File: config.mk
export PLATFORM = sky130hd
export DESIGN_NAME = flyback_fault_mode_sequencer
export DESIGN_NICKNAME = d
export VERILOG_FILES = /design/src/flyback_seq_pkg.sv /design/src/consec_counter.sv /design/src/flyback_fault_mode_sequencer.sv /design/src/sync_agree.sv
export VERILOG_INCLUDE_DIRS = /design/src
export SDC_FILE = /design/constraint.sdc
export NUM_CORES = 1
export LEC_CHECK = 0
export ABC_AREA = 1
export ABC_CLOCK_PERIOD_IN_PS = 3720
export BUFFER_PORTS_ARGS = -buffer_cell sky130_fd_sc_hd__buf_4
export CAP_MARGIN = 10
export CORE_ASPECT_RATIO = 0.9
export CORE_MARGIN = 4
export CORE_UTILIZATION = 50
export DETAILED_ROUTE_END_ITERATION = 10
export PLACE_DENSITY = 0.73
export SYNTH_ARGS = -nofsm -noshare
export SYNTH_HDL_FRONTEND = slang
export SYNTH_HIERARCHICAL = 1
export SYNTH_SLANG_ARGS = --single-unit
File: constraint.sdc
create_clock -name clk_i -period 3.72 [get_ports clk_i]
set_input_delay 0.744 -clock clk_i [delete_from_list [all_inputs] [get_ports clk_i]]
set_output_delay 0.744 -clock clk_i [all_outputs]
set_load 0.005 [all_outputs]
File: src/flyback_seq_defines.svh
`ifndef FLYBACK_SEQ_DEFINES_SVH
`define FLYBACK_SEQ_DEFINES_SVH

// Register byte addresses
`define REG_CTRL_ADDR        4'h0
`define REG_STATUS_ADDR      4'h4
`define REG_CAUSE_ADDR       4'h8

// Control register fields
`define CTRL_ENABLE_BIT      0
`define CTRL_RESTART_BIT     1
`define CTRL_RESET_VALUE     2'h1

// Fault cause fields, sticky, write one to clear
`define CAUSE_OVP_BIT        0
`define CAUSE_OCP_BIT        1
`define CAUSE_SHORT_BIT      2
`define CAUSE_TEMP_BIT       3
`define CAUSE_FBLOST_BIT     4
`define CAUSE_SOFT_BIT       5
`define CAUSE_WIDTH          6

// Status register fields
`define STAT_STATE_LSB       0
`define STAT_LINE_OK_BIT     4
`define STAT_CC_MODE_BIT     5
`define STAT_STARTUP_LSB     8

// Timing
`define CLK_PERIOD_NS        8
`define CS_SHORT_TIME_NS     4000
`define CS_SHORT_CYC         (`CS_SHORT_TIME_NS / `CLK_PERIOD_NS)

// Cycle counts
`define FAULT_REPEAT_CYCLES  3
`define STARTUP_MIN_CYCLES   4

`endif

File: src/flyback_seq_pkg.sv
package flyback_seq_pkg;

  // Operating state of the sequencer
  typedef enum logic [2:0] {
    ST_START,
    ST_IDLE,
    ST_WAIT,
    ST_ON,
    ST_FAULT
  } seq_state_type;

endpackage

File: src/consec_counter.sv
module consec_counter #(
  parameter int LIMIT = 3
) (
  input  wire logic clk_i,
  input  wire logic rst_i,
  input  wire logic clear_i,
  input  wire logic sample_i,
  input  wire logic hit_i,
  output logic      trip_o
);

  localparam int CW = $clog2(LIMIT + 1);
  localparam logic [CW-1:0] LIMIT_M1 = CW'(LIMIT - 1);

  logic [CW-1:0] count_ff;
  logic [CW-1:0] nxt_count;
  wire           reach = sample_i && hit_i && (count_ff >= LIMIT_M1);

  //////////////////////////////////////////////////////////////////////////////
  // Any clean sample restarts the run of offending cycles
  assign nxt_count = clear_i                  ? '0 :
                     (sample_i && !hit_i)     ? '0 :
                     (sample_i && !reach)     ? count_ff + CW'(1) :
                     reach                    ? '0 : count_ff;

  // Trip is a one-cycle pulse in the cycle after the final offending sample
  always_ff @(posedge clk_i or posedge rst_i) begin
    if (rst_i) begin
      count_ff <= '0;
      trip_o   <= 1'b0;
    end else begin
      count_ff <= nxt_count;
      trip_o   <= reach && !clear_i;
    end
  end

endmodule

File: src/flyback_fault_mode_sequencer.sv
// What this block does
// Every fault takes one path: lockout reset, then full restart.
// Feedback sample above 4.6 V on three cycles in a row is overvoltage.
// After overvoltage stop switching, fault bias until turn-off, then restart.
// Line current sampled only while the switch is on and pin clamped.
// Run at 225 uA line current, stop below 80 uA, with hysteresis.
// Each on-time ends when sensed current reaches the commanded peak.
// Sense at 1.5 V after blanking three cycles running forces restart.
// First four power cycles are limited to the minimum sense threshold.
// Minimum threshold not reached within 4 us on cycle one means short.
// Open sense input reads as 1.5 V and trips the same counter.
// Overtemperature starts lockout cycle; repeats while still hot.
// Loss of feedback information stops switching and restarts.
// Below turn-on threshold keep the high-voltage source charging.
// Above turn-on, disable the source and begin regulated switching.
// Constant-current mode while output is below regulation.
// Constant-voltage mode while load is below the current limit.
// Peak above 0.55 of maximum keeps the run state, no waits.
// Light constant-voltage load waits after each cycle, runs for each.
// Supply below turn-off stops switching, start bias, source on.
// Fault holds fault bias to turn-off, then start bias and charging.
// A persisting fault repeats discharge and recharge indefinitely.
// Consecutive counters clear on clean samples and on start entry.
// Comparator flags are synchronised and read at fixed sample instants.
//
// Decided for this implementation: the address map and the plain strobed port.
`include "flyback_seq_defines.svh"

module flyback_fault_mode_sequencer #(
  parameter int LEB_CYC    = 25,
  parameter int MAX_ON_CYC = 1000
) (
  input  wire logic        clk_i,
  input  wire logic        rst_i,
  // Comparator flags from the analog front end
  input  wire logic        vdd_above_on_i,
  input  wire logic        vdd_below_off_i,
  input  wire logic        over_temp_i,
  input  wire logic        fb_over_volt_i,
  input  wire logic        fb_lost_i,
  input  wire logic        line_above_run_i,
  input  wire logic        line_below_stop_i,
  input  wire logic        cs_at_peak_i,
  input  wire logic        cs_at_min_i,
  input  wire logic        cs_at_limit_i,
  // Requests from the regulation logic, same clock
  input  wire logic        cycle_req_i,
  input  wire logic        fb_sample_i,
  input  wire logic        out_below_reg_i,
  input  wire logic        peak_above_frac_i,
  // Register port
  input  wire logic [3:0]  addr_i,
  input  wire logic [31:0] wdata_i,
  input  wire logic        wr_i,
  input  wire logic        rd_i,
  output logic      [31:0] rdata_o,
  // Power stage controls
  output logic             gate_o,
  output logic             hv_source_en_o,
  output logic             bias_start_o,
  output logic             bias_wait_o,
  output logic             bias_fault_o,
  output logic             min_peak_limit_o,
  output logic             cc_mode_o
);

  localparam int SW = 10;
  localparam logic [9:0] LEB_LAST   = 10'(LEB_CYC - 1);
  localparam logic [9:0] SHORT_LAST = 10'(`CS_SHORT_CYC - 1);
  localparam logic [9:0] MAXON_LAST = 10'(MAX_ON_CYC - 1);
  localparam logic [2:0] START_N    = 3'(`STARTUP_MIN_CYCLES);

  //////////////////////////////////////////////////////////////////////////////
  // Synchronised comparator flags
  logic [SW-1:0] raw_flags;
  logic [SW-1:0] flags;

  assign raw_flags = {vdd_above_on_i, vdd_below_off_i, over_temp_i, fb_over_volt_i,
                      fb_lost_i, line_above_run_i, line_below_stop_i, cs_at_peak_i,
                      cs_at_min_i, cs_at_limit_i};

  // All analog decisions arrive through the agreeing synchroniser
  sync_agree #(
    .WIDTH (SW)
  ) u_sync (
    .clk_i   (clk_i),
    .rst_i   (rst_i),
    .async_i (raw_flags),
    .sync_o  (flags)
  );

  wire vdd_on    = flags[9];
  wire vdd_off   = flags[8];
  wire hot       = flags[7];
  wire fb_ovp    = flags[6];
  wire fb_lost   = flags[5];
  wire line_run  = flags[4];
  wire line_stop = flags[3];
  wire cs_peak   = flags[2];
  wire cs_min    = flags[1];
  wire cs_limit  = flags[0];

  //////////////////////////////////////////////////////////////////////////////
  // State and registers
  flyback_seq_pkg::seq_state_type state_ff;
  flyback_seq_pkg::seq_state_type nxt_state;

  logic [9:0]               on_cnt_ff;
  logic [2:0]               startup_cnt_ff;
  logic                     line_ok_ff;
  logic                     cs_min_seen_ff;
  logic [1:0]               ctrl_ff;
  logic [`CAUSE_WIDTH-1:0]  cause_ff;

  //////////////////////////////////////////////////////////////////////////////
  // Register decode
  wire wr_ctrl   = wr_i && (addr_i == `REG_CTRL_ADDR);
  wire wr_cause  = wr_i && (addr_i == `REG_CAUSE_ADDR);
  wire soft_kick = wr_ctrl && wdata_i[`CTRL_RESTART_BIT];
  wire enabled   = ctrl_ff[`CTRL_ENABLE_BIT];

  //////////////////////////////////////////////////////////////////////////////
  // On-time events
  wire in_start   = (state_ff == flyback_seq_pkg::ST_START);
  wire in_on      = (state_ff == flyback_seq_pkg::ST_ON);
  wire in_fault   = (state_ff == flyback_seq_pkg::ST_FAULT);
  wire blank_done = in_on && (on_cnt_ff >= LEB_LAST);
  wire limiting   = (startup_cnt_ff < START_N);
  // Line current only meaningful while the switch is on and the pin is clamped
  wire line_smp   = blank_done;
  // Peak reached ends the on-time; a runaway on-time is cut by the maximum
  wire peak_end   = blank_done && (cs_peak || (cs_min && limiting) ||
                    (on_cnt_ff >= MAXON_LAST));
  // First cycle: the minimum threshold must appear inside the short window
  wire first_cyc  = in_on && (startup_cnt_ff == 3'h0);
  wire cs_short   = first_cyc && !cs_min && !cs_min_seen_ff &&
                    (on_cnt_ff >= SHORT_LAST);
  wire cyc_end    = peak_end && !cs_short;

  //////////////////////////////////////////////////////////////////////////////
  // Consecutive-cycle fault counters
  logic ovp_trip;
  logic ocp_trip;

  // Feedback overvoltage counted at the regulation sample instant
  consec_counter #(
    .LIMIT (`FAULT_REPEAT_CYCLES)
  ) u_ovp_cnt (
    .clk_i    (clk_i),
    .rst_i    (rst_i),
    .clear_i  (in_start),
    .sample_i (fb_sample_i && !in_start && !in_fault),
    .hit_i    (fb_ovp),
    .trip_o   (ovp_trip)
  );

  // Overcurrent counted at end of each on-time; open pin reads as limit
  consec_counter #(
    .LIMIT (`FAULT_REPEAT_CYCLES)
  ) u_ocp_cnt (
    .clk_i    (clk_i),
    .rst_i    (rst_i),
    .clear_i  (in_start),
    .sample_i (cyc_end),
    .hit_i    (cs_limit),
    .trip_o   (ocp_trip)
  );

  //////////////////////////////////////////////////////////////////////////////
  // Fault collection; all causes share one lockout restart path
  wire fb_lost_hit = fb_sample_i && fb_lost && !in_start && !in_fault;
  wire hot_hit     = hot && !in_start && !in_fault;

  logic [`CAUSE_WIDTH-1:0] new_cause;

  assign new_cause[`CAUSE_OVP_BIT]    = ovp_trip;
  assign new_cause[`CAUSE_OCP_BIT]    = ocp_trip;
  assign new_cause[`CAUSE_SHORT_BIT]  = cs_short;
  assign new_cause[`CAUSE_TEMP_BIT]   = hot_hit || (in_start && vdd_on && hot);
  assign new_cause[`CAUSE_FBLOST_BIT] = fb_lost_hit;
  assign new_cause[`CAUSE_SOFT_BIT]   = soft_kick && !in_fault;

  wire any_fault = |new_cause;

  //////////////////////////////////////////////////////////////////////////////
  // Next-state decision
  wire light_cv = !out_below_reg_i && !peak_above_frac_i;
  // Line current is only measurable during an on-time, so the first cycle after
  // a start is a probe; without it a cold start could never qualify the line
  wire probe_cyc = (startup_cnt_ff == 3'h0);
  wire may_run   = enabled && (line_ok_ff || probe_cyc);

  always_comb begin
    nxt_state = state_ff;
    case (state_ff)
      flyback_seq_pkg::ST_START: begin
        // Charge until turn-on; a still-hot die goes straight back to fault
        if (vdd_on && hot) begin
          nxt_state = flyback_seq_pkg::ST_FAULT;
        end else if (vdd_on) begin
          nxt_state = flyback_seq_pkg::ST_IDLE;
        end
      end
      flyback_seq_pkg::ST_IDLE,
      flyback_seq_pkg::ST_WAIT: begin
        if (any_fault) begin
          nxt_state = flyback_seq_pkg::ST_FAULT;
        end else if (vdd_off) begin
          nxt_state = flyback_seq_pkg::ST_START;
        end else if (cycle_req_i && may_run) begin
          nxt_state = flyback_seq_pkg::ST_ON;
        end
      end
      flyback_seq_pkg::ST_ON: begin
        if (any_fault) begin
          nxt_state = flyback_seq_pkg::ST_FAULT;
        end else if (vdd_off) begin
          nxt_state = flyback_seq_pkg::ST_START;
        end else if (cyc_end && light_cv) begin
          nxt_state = flyback_seq_pkg::ST_WAIT;
        end else if (cyc_end) begin
          nxt_state = flyback_seq_pkg::ST_IDLE;
        end
      end
      flyback_seq_pkg::ST_FAULT: begin
        // Fault bias discharges the supply; restart once it reaches turn-off
        if (vdd_off) begin
          nxt_state = flyback_seq_pkg::ST_START;
        end
      end
      default: begin
        nxt_state = flyback_seq_pkg::ST_START;
      end
    endcase
  end

  //////////////////////////////////////////////////////////////////////////////
  // State register
  always_ff @(posedge clk_i or posedge rst_i) begin
    if (rst_i) begin
      state_ff <= flyback_seq_pkg::ST_START;
    end else begin
      state_ff <= nxt_state;
    end
  end

  // On-time counter, zero outside the on state
  always_ff @(posedge clk_i or posedge rst_i) begin
    if (rst_i) begin
      on_cnt_ff <= '0;
    end else if (in_on && nxt_state == flyback_seq_pkg::ST_ON) begin
      on_cnt_ff <= (on_cnt_ff == 10'h3FF) ? on_cnt_ff : on_cnt_ff + 10'h001;
    end else begin
      on_cnt_ff <= '0;
    end
  end

  // Minimum threshold seen during the first cycle, cleared each cycle
  always_ff @(posedge clk_i or posedge rst_i) begin
    if (rst_i) begin
      cs_min_seen_ff <= 1'b0;
    end else begin
      cs_min_seen_ff <= in_on && (cs_min_seen_ff || cs_min);
    end
  end

  // Power cycle count since start; saturates once limiting ends
  always_ff @(posedge clk_i or posedge rst_i) begin
    if (rst_i) begin
      startup_cnt_ff <= '0;
    end else if (in_start) begin
      startup_cnt_ff <= '0;
    end else if (cyc_end && limiting) begin
      startup_cnt_ff <= startup_cnt_ff + 3'h1;
    end
  end

  // Line qualification with wide hysteresis; sampled only at clamp time
  always_ff @(posedge clk_i or posedge rst_i) begin
    if (rst_i) begin
      line_ok_ff <= 1'b0;
    end else if (line_smp && line_run) begin
      line_ok_ff <= 1'b1;
    end else if (line_smp && line_stop) begin
      line_ok_ff <= 1'b0;
    end
  end

  //////////////////////////////////////////////////////////////////////////////
  // Software registers; a new cause wins over a clear in the same cycle
  always_ff @(posedge clk_i or posedge rst_i) begin
    if (rst_i) begin
      ctrl_ff  <= `CTRL_RESET_VALUE;
      cause_ff <= '0;
    end else begin
      if (wr_ctrl) begin
        ctrl_ff <= {1'b0, wdata_i[`CTRL_ENABLE_BIT]};
      end
      if (wr_cause) begin
        cause_ff <= (cause_ff & ~wdata_i[`CAUSE_WIDTH-1:0]) | new_cause;
      end else begin
        cause_ff <= cause_ff | new_cause;
      end
    end
  end

  // Read mux; unmapped addresses read zero
  logic [31:0] status_word;
  logic [31:0] rd_mux;

  assign status_word = {21'h0, startup_cnt_ff, 2'h0, cc_mode_o, line_ok_ff,
                        1'b0, state_ff};
  assign rd_mux = (addr_i == `REG_CTRL_ADDR)   ? {30'h0, ctrl_ff} :
                  (addr_i == `REG_STATUS_ADDR) ? status_word :
                  (addr_i == `REG_CAUSE_ADDR)  ? {26'h0, cause_ff} : 32'h0000_0000;

  always_ff @(posedge clk_i or posedge rst_i) begin
    if (rst_i) begin
      rdata_o <= '0;
    end else if (rd_i) begin
      rdata_o <= rd_mux;
    end else begin
      rdata_o <= '0;
    end
  end

  //////////////////////////////////////////////////////////////////////////////
  // Output stage, every control straight from a flip-flop
  always_ff @(posedge clk_i or posedge rst_i) begin
    if (rst_i) begin
      gate_o           <= 1'b0;
      hv_source_en_o   <= 1'b1;
      bias_start_o     <= 1'b1;
      bias_wait_o      <= 1'b0;
      bias_fault_o     <= 1'b0;
      min_peak_limit_o <= 1'b1;
      cc_mode_o        <= 1'b0;
    end else begin
      gate_o           <= (nxt_state == flyback_seq_pkg::ST_ON);
      hv_source_en_o   <= (nxt_state == flyback_seq_pkg::ST_START);
      bias_start_o     <= (nxt_state == flyback_seq_pkg::ST_START);
      bias_wait_o      <= (nxt_state == flyback_seq_pkg::ST_WAIT);
      bias_fault_o     <= (nxt_state == flyback_seq_pkg::ST_FAULT);
      min_peak_limit_o <= limiting;
      // Constant current while output is low, else constant voltage
      cc_mode_o        <= out_below_reg_i;
    end
  end

endmodule

File: src/sync_agree.sv
module sync_agree #(
  parameter int WIDTH = 1
) (
  input  wire logic             clk_i,
  input  wire logic             rst_i,
  input  wire logic [WIDTH-1:0] async_i,
  output logic      [WIDTH-1:0] sync_o
);

  logic [WIDTH-1:0] stage1_ff;
  logic [WIDTH-1:0] stage2_ff;
  logic [WIDTH-1:0] stage3_ff;

  //////////////////////////////////////////////////////////////////////////////
  // Three stages per bit; a change is taken only once stages two and three agree,
  // so a single metastable sample never reaches the sequencer
  genvar i;
  generate
    for (i = 0; i < WIDTH; i = i + 1) begin : g_bit
      always_ff @(posedge clk_i or posedge rst_i) begin
        if (rst_i) begin
          stage1_ff[i] <= 1'b0;
          stage2_ff[i] <= 1'b0;
          stage3_ff[i] <= 1'b0;
          sync_o[i]    <= 1'b0;
        end else begin
          stage1_ff[i] <= async_i[i];
          stage2_ff[i] <= stage1_ff[i];
          stage3_ff[i] <= stage2_ff[i];
          if (stage2_ff[i] == stage3_ff[i]) begin
            sync_o[i] <= stage3_ff[i];
          end
        end
      end
    end
  endgenerate

endmodule
==> impl_metrics.tcl <==
set metrics [dict create \
    tightest_slew_ns 0.689 \
    holdWs_ns 0.265 \
    comb_power_share 0.138 \
    seq_power_share 0.556 \
    drt-vias-per-instance 4.72 \
    cts_sinks 86 \
    htreeDepth 3 \
    netlist_area_sq_um 3640 \
    postCtsSetupRepairBufs 0 \
    layout_commonest_cell "dfrtp_1" \
    drive_gt1_frac 0.176 \
    wl_per_cell_microns 11.6 \
    dp_slack_ns 1.38 \
    setup_violations 0 \
    vias 2564 \
    syn_to_final_growth_pct 14.7 \
    yosysWarnings 6 \
    dr.pass1.iters 4 \
    rows 29 \
    synth.distinct_cells 30 \
    p_sw_mw 0.546 \
    cp.required_ns 3.95 \
    clk_pin_slew_worst_paths_ns 0.09 \
    dieWidth_microns 97.9 \
    cts_root_buffer "clkbuf_8" \
    pin_count 93 \
    cts_made_buffers 9 \
    clock_skew_ns 0.0123 \
    fmax_mhz 490 \
    route.detailed.drc 0 \
    core-area_sq_um 7080 \
    routed_wl_microns 6280 \
    critPathLaunch "state_ff[1]" \
    crit_type "reg2reg" \
    crit_fanout 10 \
    fin_tns_setup_ns 0 \
    hold_viol 0 \
    grt_pass1_vias 2417 \
    initial_utilization 0.514 \
    nets 505 \
    cts_tree "built" \
    antenna_found_initial 0 \
    cp-end-kind "register" \
    io_buffers 43 \
    arrival_ns 2.27 \
    rsz0062_at_grt "false" \
    grt_first_pass_wirelength_microns 10900 \
    detailed_place_hpwl_microns 4770 \
    switching_share 0.287 \
    ctsHoldBuffers 0 \
    leakage_nw 2.14 \
    drv_cap 0 \
    status "complete, no violations" \
    timing.final.ws_setup_ns 1.68 \
    layout_worst_path_cycle_share 0.549 \
    clock_latency_ns 0.35 \
    report.final.slew_viol_count 0 \
    synth_seq_cells 86 \
    clockPowerShare 0.306 \
    slew_headroom 0.540 \
    power.internal_mw 1.36 \
    diodes 0 \
    reg2regPathDepth 12 \
    cts_resized 0 \
    power.density_nw_per_um2 456 \
    dieArea_sq_um 8710 \
    worstSetupStartpointType "register" \
    grt_use_total 0.158 \
    ys_seq_area_frac 0.592 \
    syn_inst 391 \
    ir_worst_vdd_v 0.000308 \
    timing.final.crit_period_ns 2.04 \
    dieHeight_microns 88.9 \
    timing.rr.start "state_ff[1]" \
    avgSynthCellArea_sq_um 9.31 \
    gr-total-overflow 0 \
    drt_iter0_drc 145 \
    cts.path.max_buffers 2 \
    drtAntennaViolNets 0 \
    gp_congestion 0.817 \
    layout_common_cells "dfrtp_1 (83), nand2_1 (79), inv_1 (55)" \
    grt_max_degree 41 \
    min_path_type "in2async" \
]
-- layer usage --
layer	global-route usage	share of wire
met3	0.0343	0.059
met4	0.0792	0.015
met2	0.251	0.46
met5	0	0
met1	0.208	0.47
-- through the flow --
stage | cells | cell area, sq um | power (mW) | util
after floorplan | 413 | 3720 | 1.26 | -
after global placement | 527 | 4000 | 1.33 | 0.565
after detailed placement | 527 | 4000 | 1.34 | 0.565
after CTS | 543 | 4170 | 1.92 | 0.590
after global routing | 543 | 4170 | 2.01 | 0.590
final | 543 | 4170 | 1.90 | 0.590
-- power groups by stage --
stage | Clock, mW | Combinational (mW) | Sequential, mW
after floorplan | 0 | 0.193 | 1.06
after global placement | 0 | 0.257 | 1.07
after detailed placement | 0 | 0.263 | 1.08
after CTS | 0.599 | 0.265 | 1.06
after global routing | 0.642 | 0.303 | 1.07
final | 0.582 | 0.263 | 1.06
-- cell type report --
cell class	count	area, sq um
Multi-Input combinational cell	245	1170
Clock buffer	10	128
Inverter	57	214
Fill cell	627	2900
Clock inverter	6	46.3
Timing Repair Buffer	46	345
Sequential cell	86	2160
Tap cell	93	116
-- kinds of logic (layout without fill, tap and decap cells) --
group                    Yosys count  after routing  share of synthesized area
AND/OR/NAND/NOR                  174            174                      0.208
flip-flops                        86             86                      0.592
buffers and inverters             82            119                      0.109
AO/OA/AOI/OAI                     40             40                     0.0639
adder cells (fa/ha/maj)            6              6                     0.0206
XOR/XNOR                           2              2                    0.00481
other                              1             23                    0.00103
-- synthesized netlist by cell type --
library cell	number	share of area
dfrtp_1	83	0.57
nand2_1	79	0.081
inv_1	55	0.057
nor2_1	46	0.047
buf_4	24	0.050
a21oi_1	20	0.028
nand3_1	20	0.028
o21ai_0	10	0.014
nand4_1	8	0.014
nor3_1	8	0.011
ha_1	6	0.021
nor2_2	5	0.0086
dfstp_2	3	0.022
nand2_2	3	0.0052
o211ai_1	3	0.0062
a31oi_1	2	0.0034
inv_2	2	0.0021
xor2_1	2	0.0048
a21o_1	1	0.0021
a21oi_4	1	0.0045
a22o_1	1	0.0024
clkbuf_1	1	0.0010
conb_1	1	0.0010
nand3_2	1	0.0028
nand3_4	1	0.0048
nand3b_1	1	0.0021
nor4_1	1	0.0017
o21ai_2	1	0.0024
o22ai_1	1	0.0017
or2_2	1	0.0017
-- registers in the layout (all words and copies together), names as in the netlist --
| signal | flops |
|---|---|
| gate_o | 1 |
| u_ovp_cnt/count_ff | 2 |
| cs_min_seen_ff | 1 |
| min_peak_limit_o | 1 |
| u_sync/sync_o | 10 |
| u_sync/stage1_ff | 10 |
| u_ocp_cnt/trip_o | 1 |
| line_ok_ff | 1 |
| rdata_o | 9 |
| bias_start_o | 1 |
| on_cnt_ff | 10 |
| u_ovp_cnt/trip_o | 1 |
| state_ff | 3 |
| bias_wait_o | 1 |
| bias_fault_o | 1 |
| u_sync/stage2_ff | 10 |
| u_sync/stage3_ff | 10 |
| startup_cnt_ff | 3 |
| ctrl_ff | 1 |
| cause_ff | 6 |
| u_ocp_cnt/count_ff | 2 |
| cc_mode_o | 1 |
-- worst max-delay path: stages (launching register included) --
cell     delay [ns]
dfrtp_1        0.44
inv_1          0.10
nand2_2        0.09
nor2_2         0.37
nand3_2        0.17
o21ai_2        0.13
nor2_1         0.07
nand3_1        0.11
nor2_2         0.06
nand2_1        0.07
nand2_2        0.09
nand3_4        0.16
nor2_1         0.07
-- final timing paths --
kind,slack [ns],to
setup / recovery,1.68,on_cnt_ff[0]
hold / removal,0.27,u_ocp_cnt/trip_o
setup reg to reg,1.68,on_cnt_ff[0]
hold reg to reg,0.35,u_sync/stage2_ff[2]
max in group asynchronous,2.40,bias_start_o
min in group clk_i,0.35,u_sync/stage2_ff[2]
No activity file was read; power rests on OpenSTA's default activity.
